## config.mk

```make
export PLATFORM = sky130hd
export DESIGN_NAME = arw_framer
export DESIGN_NICKNAME = d
export VERILOG_FILES = /design/src/core/arw_pkg.sv /design/src/core/arw_stream_if.sv /design/src/core/arw_buf2.sv /design/src/core/arw_framer.sv
export VERILOG_INCLUDE_DIRS = /design/src /design/src/core
export SDC_FILE = /design/constraint.sdc
export NUM_CORES = 1
export LEC_CHECK = 0
export BUFFER_PORTS_ARGS = -buffer_cell sky130_fd_sc_hd__buf_4
export CORE_UTILIZATION = 57
export CTS_BUF_LIST = sky130_fd_sc_hd__clkbuf_4 sky130_fd_sc_hd__clkbuf_8
export CTS_CLUSTER_SIZE = 16
export DETAILED_ROUTE_END_ITERATION = 10
export HOLD_SLACK_MARGIN = 0.15
export PLACE_DENSITY = 0.78
export SYNTH_ARGS = -nofsm -noshare
export SYNTH_HDL_FRONTEND = slang
export SYNTH_HIERARCHICAL = 1
export SYNTH_SLANG_ARGS = --single-unit
```

## constraint.sdc

```tcl
create_clock -name SYS_CLK -period 4.8 [get_ports SYS_CLK]
set_input_delay 0.48 -clock SYS_CLK [delete_from_list [all_inputs] [get_ports SYS_CLK]]
set_output_delay 0.48 -clock SYS_CLK [all_outputs]
set_load 0.01 [all_outputs]
```

## src/core/arw_consts.svh

```systemverilog
/*
 * Constants of the word framer: field positions, word and gap lengths,
 * clock and rate figures. Assumes inclusion by bare name, once per file.
 */
`ifndef ARW_CONSTS_SVH
`define ARW_CONSTS_SVH

`define ARW_WORD_BITS   32
`define ARW_LAST_BIT    6'd31
`define ARW_FULL_CNT    6'd32
`define ARW_GAP_BITS    6'd4
`define ARW_LABEL_MSB   7
`define ARW_SRCDST_LSB  8
`define ARW_SRCDST_MSB  9
`define ARW_DATA_LSB    10
`define ARW_DATA_MSB    28
`define ARW_SIGNSTAT_LSB 29
`define ARW_SIGNSTAT_MSB 30
`define ARW_PARITY_BIT  31
`define ARW_SYS_MHZ     9'd125
`define ARW_MHZ_1       8'd1
`define ARW_MHZ_10      8'd10
`define ARW_MHZ_16      8'd16
`define ARW_MHZ_20      8'd20
`define ARW_MULT_12K5   7'd80
`define ARW_MULT_50K    7'd20
`define ARW_MULT_100K   7'd10

`endif

```

## src/core/arw_pkg.sv

```systemverilog
/*
 * Types of the word framer: rate and core clock selections, state codes.
 * Assumes the constants header is compiled alongside.
 */
`default_nettype none

package arw_pkg;
   typedef enum logic [1:0] {
      ARW_RATE_12K5 = 2'h0,
      ARW_RATE_50K  = 2'h1,
      ARW_RATE_100K = 2'h2
   } arw_rate_t;

   typedef enum logic [1:0] {
      ARW_CLK_1M  = 2'h0,
      ARW_CLK_10M = 2'h1,
      ARW_CLK_16M = 2'h2,
      ARW_CLK_20M = 2'h3
   } arw_clk_t;

   typedef enum logic [2:0] {
      ARW_TX_IDLE = 3'h1,
      ARW_TX_SEND = 3'h2,
      ARW_TX_GAP  = 3'h4
   } arw_tx_state_t;

   typedef enum logic [1:0] {
      ARW_RX_HUNT    = 2'h1,
      ARW_RX_COLLECT = 2'h2
   } arw_rx_state_t;
endpackage

`default_nettype wire

```

## src/core/arw_stream_if.sv

```systemverilog
/*
 * Valid/ready word stream between the framer's own modules.
 * Assumes both ends share one clock.
 */
`default_nettype none

interface arw_stream_if #(parameter int W = 32);
   logic         valid;
   logic         ready;
   logic [W-1:0] data;
   modport src (output valid, output data, input ready);
   modport snk (input valid, input data, output ready);
endinterface

`default_nettype wire

```

## src/core/arw_buf2.sv

```systemverilog
/*
 * Two-entry buffer on the transmit word path; ready toward the filler
 * is a flop. Assumes a synchronous active-low reset copy and one clock.
 */
`default_nettype none

module arw_buf2 #(
   parameter int W = 32
) (
   input  wire logic   clk,
   input  wire logic   rst_n,
   arw_stream_if.snk   up,
   arw_stream_if.src   dn
);
   logic [W-1:0] d0;
   logic [W-1:0] d1;
   logic [1:0]   cnt;
   logic [1:0]   next_cnt;
   logic         in_rdy;
   logic         push;
   logic         pop;

   assign push     = up.valid && in_rdy;
   assign pop      = dn.valid && dn.ready;
   assign up.ready = in_rdy;
   assign dn.valid = (cnt != 2'h0);
   assign dn.data  = d0;

   always_comb begin
      next_cnt = cnt;
      if (push && !pop) begin
         next_cnt = cnt + 2'h1;
      end else if (pop && !push) begin
         next_cnt = cnt - 2'h1;
      end
   end

   always_ff @(posedge clk or negedge rst_n) begin
      if (!rst_n) begin
         cnt    <= 2'h0;
         in_rdy <= 1'b0;
      end else begin
         cnt    <= next_cnt;
         // Registered ready from next_cnt: stall reaches the source in the cycle the buffer fills
         in_rdy <= (next_cnt != 2'h2);
      end
   end

   always_ff @(posedge clk) begin
      if (pop) begin
         d0 <= (cnt == 2'h2) ? d1 : up.data;
      end else if (push && cnt == 2'h0) begin
         d0 <= up.data;
      end
      if (push && !pop && cnt == 2'h1) begin
         d1 <= up.data;
      end
   end
endmodule

`default_nettype wire

```

## src/core/arw_framer.sv

```systemverilog
/*
 * Word framer: transmit and receive channels for 32-bit words on a
 * one-way bipolar return-to-zero pair. Assumes external line drivers
 * take TX_HI/TX_LO and line receivers deliver RX_HI/RX_LO.
 */
`default_nettype none
`include "arw_consts.svh"

module arw_framer
   import arw_pkg::*;
#(
   parameter int N_TX = 1,
   parameter int N_RX = 1
) (
   input  wire logic              SYS_CLK,
   input  wire logic              RESET_N,
   input  wire logic [1:0]        CLK_SEL,
   input  wire logic [2*N_TX-1:0] TX_RATE,
   input  wire logic [2*N_RX-1:0] RX_RATE,
   input  wire logic [32*N_TX-1:0] TX_DATA,
   input  wire logic [N_TX-1:0]   TX_VALID,
   output logic      [N_TX-1:0]   TX_READY,
   output logic      [N_TX-1:0]   TX_HI,
   output logic      [N_TX-1:0]   TX_LO,
   input  wire logic [N_RX-1:0]   RX_HI,
   input  wire logic [N_RX-1:0]   RX_LO,
   output logic [32*N_RX-1:0]     RX_DATA,
   output logic      [N_RX-1:0]   RX_VALID,
   output logic      [N_RX-1:0]   RX_PAR_ERR,
   output logic      [N_RX-1:0]   RX_FORM_ERR
);
   logic       rst_a;
   logic       rst_n;
   logic [7:0] clk_mhz;
   logic [7:0] acc;
   logic [8:0] acc_sum;
   logic       tick;

   // Mirror of the wire order: bits 8 down to 1 first, then 9 up to 32
   function automatic logic [31:0] arw_order(input logic [31:0] w);
      logic [7:0] lab;
      lab = '0;
      for (int k = 0; k <= `ARW_LABEL_MSB; k++) begin
         lab[k] = w[`ARW_LABEL_MSB - k];
      end
      return {w[`ARW_PARITY_BIT:`ARW_SRCDST_LSB], lab};
   endfunction

   function automatic logic [6:0] arw_mult(input logic [1:0] r);
      logic [6:0] m;
      m = `ARW_MULT_100K;
      unique case (arw_rate_t'(r))
         ARW_RATE_12K5: m = `ARW_MULT_12K5;
         ARW_RATE_50K:  m = `ARW_MULT_50K;
         ARW_RATE_100K: m = `ARW_MULT_100K;
         default:       m = `ARW_MULT_100K;
      endcase
      return m;
   endfunction

   always_ff @(posedge SYS_CLK or negedge RESET_N) begin
      if (!RESET_N) begin
         rst_a <= 1'b0;
         rst_n <= 1'b0;
      end else begin
         rst_a <= 1'b1;
         rst_n <= rst_a;
      end
   end

   always_comb begin
      unique case (arw_clk_t'(CLK_SEL))
         ARW_CLK_1M:  clk_mhz = `ARW_MHZ_1;
         ARW_CLK_10M: clk_mhz = `ARW_MHZ_10;
         ARW_CLK_16M: clk_mhz = `ARW_MHZ_16;
         ARW_CLK_20M: clk_mhz = `ARW_MHZ_20;
      endcase
   end

   assign acc_sum = {1'b0, acc} + {1'b0, clk_mhz};

   // fractional core tick
   // Accumulator keeps the mean tick rate exact despite uneven spacing
   always_ff @(posedge SYS_CLK or negedge rst_n) begin
      if (!rst_n) begin
         acc  <= 8'h00;
         tick <= 1'b0;
      end else if (acc_sum >= `ARW_SYS_MHZ) begin
         acc  <= 8'(acc_sum - `ARW_SYS_MHZ);
         tick <= 1'b1;
      end else begin
         acc  <= acc_sum[7:0];
         tick <= 1'b0;
      end
   end

   for (genvar i = 0; i < N_TX; i++) begin : g_tx
      arw_stream_if #(.W(32)) s_in ();
      arw_stream_if #(.W(32)) s_out ();
      arw_tx_state_t state;
      logic [11:0]   tpb;
      logic [10:0]   half;
      logic [10:0]   hcnt;
      logic          phase;
      logic          half_end;
      logic [5:0]    bcnt;
      logic [31:0]   shreg;
      logic [31:0]   word;

      assign s_in.valid  = TX_VALID[i];
      assign s_in.data   = TX_DATA[32*i +: 32];
      assign TX_READY[i] = s_in.ready;
      assign s_out.ready = (state == ARW_TX_IDLE);

      arw_buf2 #(.W(32)) u_buf (
         .clk   (SYS_CLK),
         .rst_n (rst_n),
         .up    (s_in.snk),
         .dn    (s_out.src)
      );

      assign tpb      = 12'(clk_mhz) * 12'(arw_mult(TX_RATE[2*i +: 2]));
      assign half     = tpb[11:1];
      assign half_end = tick && (hcnt == half - 11'h1);

      always_comb begin
         word = s_out.data;
         word[`ARW_PARITY_BIT] = ~^s_out.data[`ARW_PARITY_BIT-1:0];
      end

      always_ff @(posedge SYS_CLK or negedge rst_n) begin
         if (!rst_n) begin
            hcnt  <= 11'h000;
            phase <= 1'b0;
         end else if (state == ARW_TX_IDLE) begin
            hcnt  <= 11'h000;
            phase <= 1'b0;
         end else if (half_end) begin
            hcnt  <= 11'h000;
            phase <= ~phase;
         end else if (tick) begin
            hcnt  <= hcnt + 11'h001;
         end
      end

      always_ff @(posedge SYS_CLK or negedge rst_n) begin
         if (!rst_n) begin
            state <= ARW_TX_IDLE;
            bcnt  <= 6'h00;
            shreg <= 32'h0000_0000;
         end else begin
            unique case (state)
               ARW_TX_IDLE: begin
                  if (s_out.valid) begin
                     shreg <= arw_order(word);
                     bcnt  <= 6'h00;
                     state <= ARW_TX_SEND;
                  end
               end
               ARW_TX_SEND: begin
                  if (half_end && phase) begin
                     shreg <= {1'b0, shreg[31:1]};
                     if (bcnt == `ARW_LAST_BIT) begin
                        bcnt  <= 6'h00;
                        state <= ARW_TX_GAP;
                     end else begin
                        bcnt <= bcnt + 6'h01;
                     end
                  end
               end
               ARW_TX_GAP: begin
                  if (half_end && phase) begin
                     if (bcnt == `ARW_GAP_BITS - 6'h01) begin
                        state <= ARW_TX_IDLE;
                     end else begin
                        bcnt <= bcnt + 6'h01;
                     end
                  end
               end
            endcase
         end
      end

      // word bits or null only
      // Second half of every bit returns to null
      always_ff @(posedge SYS_CLK or negedge rst_n) begin
         if (!rst_n) begin
            TX_HI[i] <= 1'b0;
            TX_LO[i] <= 1'b0;
         end else begin
            TX_HI[i] <= (state == ARW_TX_SEND) && !phase && shreg[0];
            TX_LO[i] <= (state == ARW_TX_SEND) && !phase && !shreg[0];
         end
      end
   end

   for (genvar j = 0; j < N_RX; j++) begin : g_rx
      arw_rx_state_t state;
      logic [1:0]    s1;
      logic [1:0]    s2;
      logic [1:0]    s3;
      logic [1:0]    line;
      logic [1:0]    line_q;
      logic [11:0]   tpb;
      logic [11:0]   ncnt;
      logic          is_null;
      logic          bit_start;
      logic          gap_hit;
      logic [5:0]    bcnt;
      logic          bad;
      logic [31:0]   shreg;
      logic [31:0]   word;

      always_ff @(posedge SYS_CLK or negedge rst_n) begin
         if (!rst_n) begin
            s1 <= 2'h0;
            s2 <= 2'h0;
            s3 <= 2'h0;
         end else begin
            s1 <= {RX_HI[j], RX_LO[j]};
            s2 <= s1;
            s3 <= s2;
         end
      end

      // line state, taken when stages agree
      always_ff @(posedge SYS_CLK or negedge rst_n) begin
         if (!rst_n) begin
            line   <= 2'h0;
            line_q <= 2'h0;
         end else begin
            if (s2 == s3) begin
               line <= s3;
            end
            line_q <= line;
         end
      end

      assign tpb       = 12'(clk_mhz) * 12'(arw_mult(RX_RATE[2*j +: 2]));
      assign is_null   = (line == 2'h0);
      assign bit_start = !is_null && (line_q == 2'h0);
      // One whole bit of null cannot occur inside a word
      assign gap_hit   = tick && is_null && (ncnt == tpb - 12'h001);

      always_ff @(posedge SYS_CLK or negedge rst_n) begin
         if (!rst_n) begin
            ncnt <= 12'h000;
         end else if (!is_null) begin
            ncnt <= 12'h000;
         end else if (tick && ncnt != tpb) begin
            ncnt <= ncnt + 12'h001;
         end
      end

      assign word = arw_order(shreg);

      always_ff @(posedge SYS_CLK or negedge rst_n) begin
         if (!rst_n) begin
            state          <= ARW_RX_HUNT;
            bcnt           <= 6'h00;
            bad            <= 1'b0;
            shreg          <= 32'h0000_0000;
            RX_DATA[32*j +: 32] <= 32'h0000_0000;
            RX_VALID[j]    <= 1'b0;
            RX_PAR_ERR[j]  <= 1'b0;
            RX_FORM_ERR[j] <= 1'b0;
         end else begin
            RX_VALID[j]    <= 1'b0;
            RX_PAR_ERR[j]  <= 1'b0;
            RX_FORM_ERR[j] <= 1'b0;
            unique case (state)
               ARW_RX_HUNT: begin
                  // Start only after a gap so a cut-in word is never framed
                  if (gap_hit) begin
                     bcnt  <= 6'h00;
                     bad   <= 1'b0;
                     state <= ARW_RX_COLLECT;
                  end
               end
               ARW_RX_COLLECT: begin
                  if (bit_start) begin
                     // both rails high is no legal state
                     if (bcnt == `ARW_FULL_CNT || line == 2'h3) begin
                        bad <= 1'b1;
                     end else begin
                        shreg <= {line[1], shreg[31:1]};
                        bcnt  <= bcnt + 6'h01;
                     end
                  end else if (gap_hit && bcnt != 6'h00) begin
                     if (bcnt == `ARW_FULL_CNT && !bad) begin
                        RX_DATA[32*j +: 32] <= word;
                        RX_VALID[j]   <= 1'b1;
                        RX_PAR_ERR[j] <= ~^word;
                     end else begin
                        RX_FORM_ERR[j] <= 1'b1;
                     end
                     bcnt <= 6'h00;
                     bad  <= 1'b0;
                  end
               end
            endcase
         end
      end
   end
endmodule

`default_nettype wire

```

Word level (Yosys, flattened, before mapping)
Cells that the tools add are included.
Widths: inputs -> output; s select.
{"block": "word_totals", "input_bits": 43, "word_cells": 177, "out_inout_bits": 38, "register_bits": 229}
{"block": "op_classes", "eq_ne": 32, "n_mul": 2, "n_bitwise": 3, "n_lt_le_gt_ge": 1, "reduce_logical": 46, "n_mux": 54, "add_sub_neg": 10}
{"cell": "$mux 31", "count": 3}
{"cell": "$mux 32", "count": 2}
{"cell": "$pmux 32 s2", "count": 1}
{"cell": "$mux 6", "count": 9}
{"cell": "$mux 11", "count": 3}
{"cell": "$pmux 8 s4", "count": 1}
{"cell": "$reduce_xnor 32->1", "count": 1}
{"cell": "$reduce_xnor 31->1", "count": 1}
{"cell": "$pmux 7 s2", "count": 2}
{"cell": "$mul 8x7->12", "count": 2}
{"cell": "$mux 12", "count": 2}
{"cell": "$mux 1", "count": 19}
{"cell": "$pmux 6 s3", "count": 1}
{"cell": "$logic_and 1x1->1", "count": 17}
{"cell": "$mux 3", "count": 5}
{"cell": "$ne 2x2->1 const B", "count": 7}
{"cell": "$add 12x1->12 const B", "count": 1}
{"cell": "$add 6x1->6 const B", "count": 2}
{"cell": "$eq 12x12->1", "count": 1}
{"cell": "$logic_not 2->1", "count": 6}
{"cell": "$ne 12x12->1", "count": 1}
{"cell": "$pmux 6 s2", "count": 1}
{"cell": "$reduce_and 3->1", "count": 4}
{"cell": "$sub 12x1->12 const B", "count": 1}
{"cell": "other kinds (32)", "count": 55}

Longest topological paths before layout
{"block": "logic_depth", "ltp_word": 10, "mapped_depth": 24, "ltp_nobuf": 22}

Modules after synthesis
Netlist, hierarchy kept.
{"mod": "arw_framer", "n_inst": 1, "cells_each": 993, "seq_area_each_um2": 4106.4, "area_per_inst_um2": 10386.2}
{"mod": "arw_buf2", "n_inst": 1, "cells_each": 124, "seq_area_each_um2": 1996.9, "area_per_inst_um2": 2706.3}

Worst setup path before layout
OpenSTA, ideal clock, no wires.
{"block": "synth_timing", "path_type": "in2reg", "startpoint": "input port CLK_SEL[0]", "endpoint": "register RX_DATA[0]", "path_slack_ns": -1.596, "n_path_buf": 2, "stages": 24, "required_time_ns": 4.675, "setup_ns": 0.125, "t_arrival_ns": 6.271, "cell_sequence": "nor2b_1 -> inv_1 -> nor2_1 -> nand2_1 -> fa_1 -> inv_1 -> ha_1 -> inv_1 -> fa_1 -> inv_1 -> ha_1 -> ha_1 -> fa_1 -> a21o_1 -> a21oi_1 -> xnor2_1 -> o31a_1 -> or4b_1 -> a21boi_2 -> o21ai_2 -> or4_1 -> buf_6 -> buf_12 -> mux2_4"}
{"block": "synth_via", "elab_chain_len": 8, "word_cells_on_any_way": 11, "classes_between": "1 x add/sub; 1 x mul; 4 x eq/ne; 1 x mux; 4 x reduce/logical"}
{"item": "from (decl)", "line_no": "arw_framer.sv:17", "rtl": "input wire logic [1:0] CLK_SEL,"}
{"item": "$eq 2x2->1 (tied with other cells)", "line_no": "arw_framer.sv:72", "rtl": "unique case (arw_clk_t'(CLK_SEL))"}
{"item": "$pmux 8 s4 *", "line_no": "arw_framer.sv:72"}
{"item": "$mul 8x7->12 *", "line_no": "arw_framer.sv:239", "rtl": "assign tpb = 12'(clk_mhz) * 12'(arw_mult(RX_RATE[2*j +: 2]));"}
{"item": "$sub 12x1->12 *", "line_no": "arw_framer.sv:243", "rtl": "assign gap_hit = tick && is_null && (ncnt == tpb - 12'h001);"}
{"item": "$eq 12x12->1 *", "line_no": "arw_framer.sv:243"}
{"item": "$logic_and 1x1->1 *", "line_no": "arw_framer.sv:243"}
{"item": "$logic_and 1x1->1 *", "line_no": "arw_framer.sv:289", "rtl": "end else if (gap_hit && bcnt != 6'h00) begin"}
{"item": "$reduce_and 4->1 (no line) *"}
{"item": "to (signal, indexed assignment)", "line_no": "arw_framer.sv:291", "rtl": "RX_DATA[32*j +: 32] <= word;"}
{"item": "to (decl)", "line_no": "arw_framer.sv:27", "rtl": "output logic [32*N_RX-1:0] RX_DATA,"}
Mark *: on every way between the ends. The rest lies on a longest branch, timed or not. The select of a mux whose other input is x is not followed.
A chain may end at the register's enable or synchronous reset.

Final worst setup path
{"block": "layout_timing", "startpoint": "input port CLK_SEL[1]", "endpoint": "register g_tx[0].state[2]"}
{"block": "layout_via", "elab_chain_len": 9, "word_cells_on_any_way": 13, "classes_between": "1 x add/sub; 1 x mul; 6 x eq/ne; 1 x mux; 4 x reduce/logical"}
{"item": "$eq 2x2->1 (tied with other cells)", "line_no": "arw_framer.sv:72"}
{"item": "$pmux 8 s4 *", "line_no": "arw_framer.sv:72"}
{"item": "$mul 8x7->12 *", "line_no": "arw_framer.sv:122", "rtl": "assign tpb = 12'(clk_mhz) * 12'(arw_mult(TX_RATE[2*i +: 2]));"}
{"item": "$sub 11x1->11 *", "line_no": "arw_framer.sv:124", "rtl": "assign half_end = tick && (hcnt == half - 11'h1);"}
{"item": "$eq 11x11->1 *", "line_no": "arw_framer.sv:124"}
{"item": "$logic_and 1x1->1 *", "line_no": "arw_framer.sv:124"}
{"item": "$logic_and 1x1->1 *", "line_no": "arw_framer.sv:161, arw_framer.sv:172"}
{"item": "$ne 2x2->1 (no line)"}
{"item": "$reduce_and 5->1 (no line) *"}
{"item": "to (signal assigned)", "line_no": "arw_framer.sv:157", "rtl": "state <= ARW_TX_SEND;"}
{"item": "to (signal assigned)", "line_no": "arw_framer.sv:165", "rtl": "state <= ARW_TX_GAP;"}
{"item": "to (signal assigned)", "line_no": "arw_framer.sv:174", "rtl": "state <= ARW_TX_IDLE;"}
{"item": "to (decl)", "line_no": "arw_framer.sv:100", "rtl": "arw_tx_state_t state;"}
Marked as above.

==> results by group <==
Global route
  • First-pass GRT wire length: 48,300 um
  • Vias in the first global route: 9,880
  • Global Route Usage Sum: 0.253
  • Overflow after GRT: 0
  • Initial antenna violation count: 0
  • Largest net degree at the start of global routing: 126

Pwr
  • Leakage: 8.19 nW
  • Tot Pwr: 5.68 mW
  • Max rail drop VDD: 0.000322 V
  • Power Dens Cells: 330 mW/mm^2

Timing
  • Fin Clk Skew: 30.9 ps
  • Fin worst setup slack: -483 ps
  • Max-slew violations: 0
  • Hold Fails Final Rpt: 0
  • Final setup TNS: -32,610 ps
  • Period utilization: 1.10
  • Final Critical Period: 5280 ps
  • Rel. slew slack: 0.529
  • Worst slew pin tran: 705 ps
  • Worst Hold Slack: 289 ps
  • Final setup fails: 87
  • Unrepaired setup endpoints after global routing: yes
  • Max Freq: 0.189 GHz

Die
  • # IOs: 81
  • Row Count: 54
  • Die footprint: 0.0235 mm^2
  • Die Y: 153 um
  • Starting density of the core: 0.589
  • Die width: 153 um
  • Core area: 0.0221 mm^2

Final layout
  • Synthesis-to-finish area growth: 32.0%
  • Final nets: 1,511
  • Design area: 0.0172 mm^2
  • Final core utilization: 0.778
  • Ant. Diodes: 0
  • Share of cells above drive strength 1: 0.399

Place
  • Gpl congestion: 0.824
  • Placed cell area: 0.0147 mm^2
  • Port bufs: 79
  • Hpwl dp: 17,400 um

Logic synthesis
  • Warning count from the yosys run: 6
  • Cell Area, Synth: 0.0130 mm^2
  • Net count after synthesis: 1,243
  • Mapped Cells: 1,114
  • Avg Cell Area, Syn: 11.7 um^2

Worst setup path
  • Required time of the worst setup path: 5260 ps
  • Number of stages on the worst setup path: 30
  • Reg2Reg Launch Point: g_tx[0].hcnt[10]
  • CP Capture Type: flop
  • WP buf/inv: 12
  • Worst R2R Setup Slack: 1690 ps
  • CP startpoint kind: primary input
  • Critical Path Most Common Cell: buf_6
  • R2r endpoint: g_tx[0].shreg[31]
  • Slowest CP cell: fa_1
  • WP data arrival: 5740 ps
  • Delay of the slowest critical-path stage: 540 ps
  • Worst Setup EP: g_tx[0].state[2]
  • CP max FO: 4
  • Worst Reg-to-Reg Cells: 11
  • Crit path max-delay family: adder cells
  • Setup Crit Path Kind: in2reg
  • CP startpoint: CLK_SEL[1]

Job
  • Max Cap Violations: 0

Hold path
  • Worst Hold Class: in2async

CTS
  • Clock Pin Slew Worst Setup and Hold Paths: 60 ps
  • CTS sink count: 229
  • CTS root buf: clkbuf_8
  • TritonCTS clock tree: yes
  • TritonCTS Buffers: 38
  • Worst skew pair latency: 530 ps
  • Clock Path Buffers: 3
  • H-tree levels: 2

Routing
  • ANT nets after route: 0
  • DRC: 0
  • WL per Instance: 17.3 um
  • Initial DRC Count: 376
  • Via count: 9,355
  • Initial DRT Pass Iterations: 4
  • Final wirelength: 29,300 um
  • Via/cell ratio: 5.54

Status
  • Status: finished, violations left
  • Violated checks: setup timing
==> state kept, by name, indices dropped and copies added (netlist names), 3 cells and up <==
signal / count
g_tx.shreg: 32
g_tx.bcnt: 6
RX_DATA: 32
acc: 8
g_tx.state: 3
g_tx.u_buf/d1: 31
g_rx.ncnt: 12
g_tx.u_buf/dn.data: 31
g_rx.bcnt: 6
g_rx.shreg: 32
g_tx.hcnt: 11
==> stage by stage <==
step / cells / setup WS [ps]
floorplan: 1114 / -972
global placement: 1547 / -1060
detailed placement: 1547 / -1180
CTS: 1682 / -403
global route: 1689 / -619
finish: 1689 / -483
==> worst min-delay path by stage <==
| stage | start | end | slack (ps) | cells after the start |
|---|---|---|---|---|
| 6_report | RESET_N | rst_n | 290 | 2 |
| 3_3_place_gp | RESET_N | rst_a | 260 | 1 |
| 5_1_grt | RESET_N | rst_n | 290 | 2 |
| 4_1_cts | RESET_N | rst_n | 240 | 2 |
| 3_5_place_dp | RESET_N | rst_a | 270 | 1 |
| 2_1_floorplan | RESET_N | rst_a | 180 | 0 |
==> final cells by class <==
| class | instances | area (um^2) |
|---|---|---|
| multi-input cells | 783 | 7350 |
| repair buffers | 263 | 2390 |
| fillers | 1283 | 4910 |
| flip-flops and latches | 229 | 6050 |
| clock buffers | 64 | 774 |
| well taps | 280 | 350 |
| inverters | 67 | 256 |
| clock inverters | 3 | 18.8 |
==> what timing repair did <==
action,CTS,global route
buffers inserted,28,11
setup endpoints to repair,92,94
hold buffers,34,0
gates resized for setup,123,91
hold endpoints to repair,35,0
cloned,8,3
pin swaps,37,29
==> layout by cell type, fill, tap and decap left out, types with 35 or more instances in the layout <==
cell type,n
clkbuf_8,47
nor2_1,52
xor2_1,36
buf_4,196
dfrtp_1,164
edfxtp_1,62
xnor2_1,82
mux2_2,35
mux2_4,61
inv_1,61
nand2_1,45
ha_1,61
==> report_power, final <==
| part | switching, mW | leakage [nW] | total, mW | internal, mW |
|---|---|---|---|---|
| clock | 0.781 | 0.428 | 1.80 | 1.01 |
| combinational | 0.751 | 4.99 | 1.46 | 0.708 |
| sequential | 0.197 | 2.77 | 2.43 | 2.23 |
==> layer usage <==
metal / part of all wire / GRT usage
met1: 0.43 / 0.321
met2: 0.51 / 0.443
met3: 0.034 / 0.0374
met4: 0.025 / 0.0856
met5: 0 / 0
No activity file was read; power rests on OpenSTA's default activity.
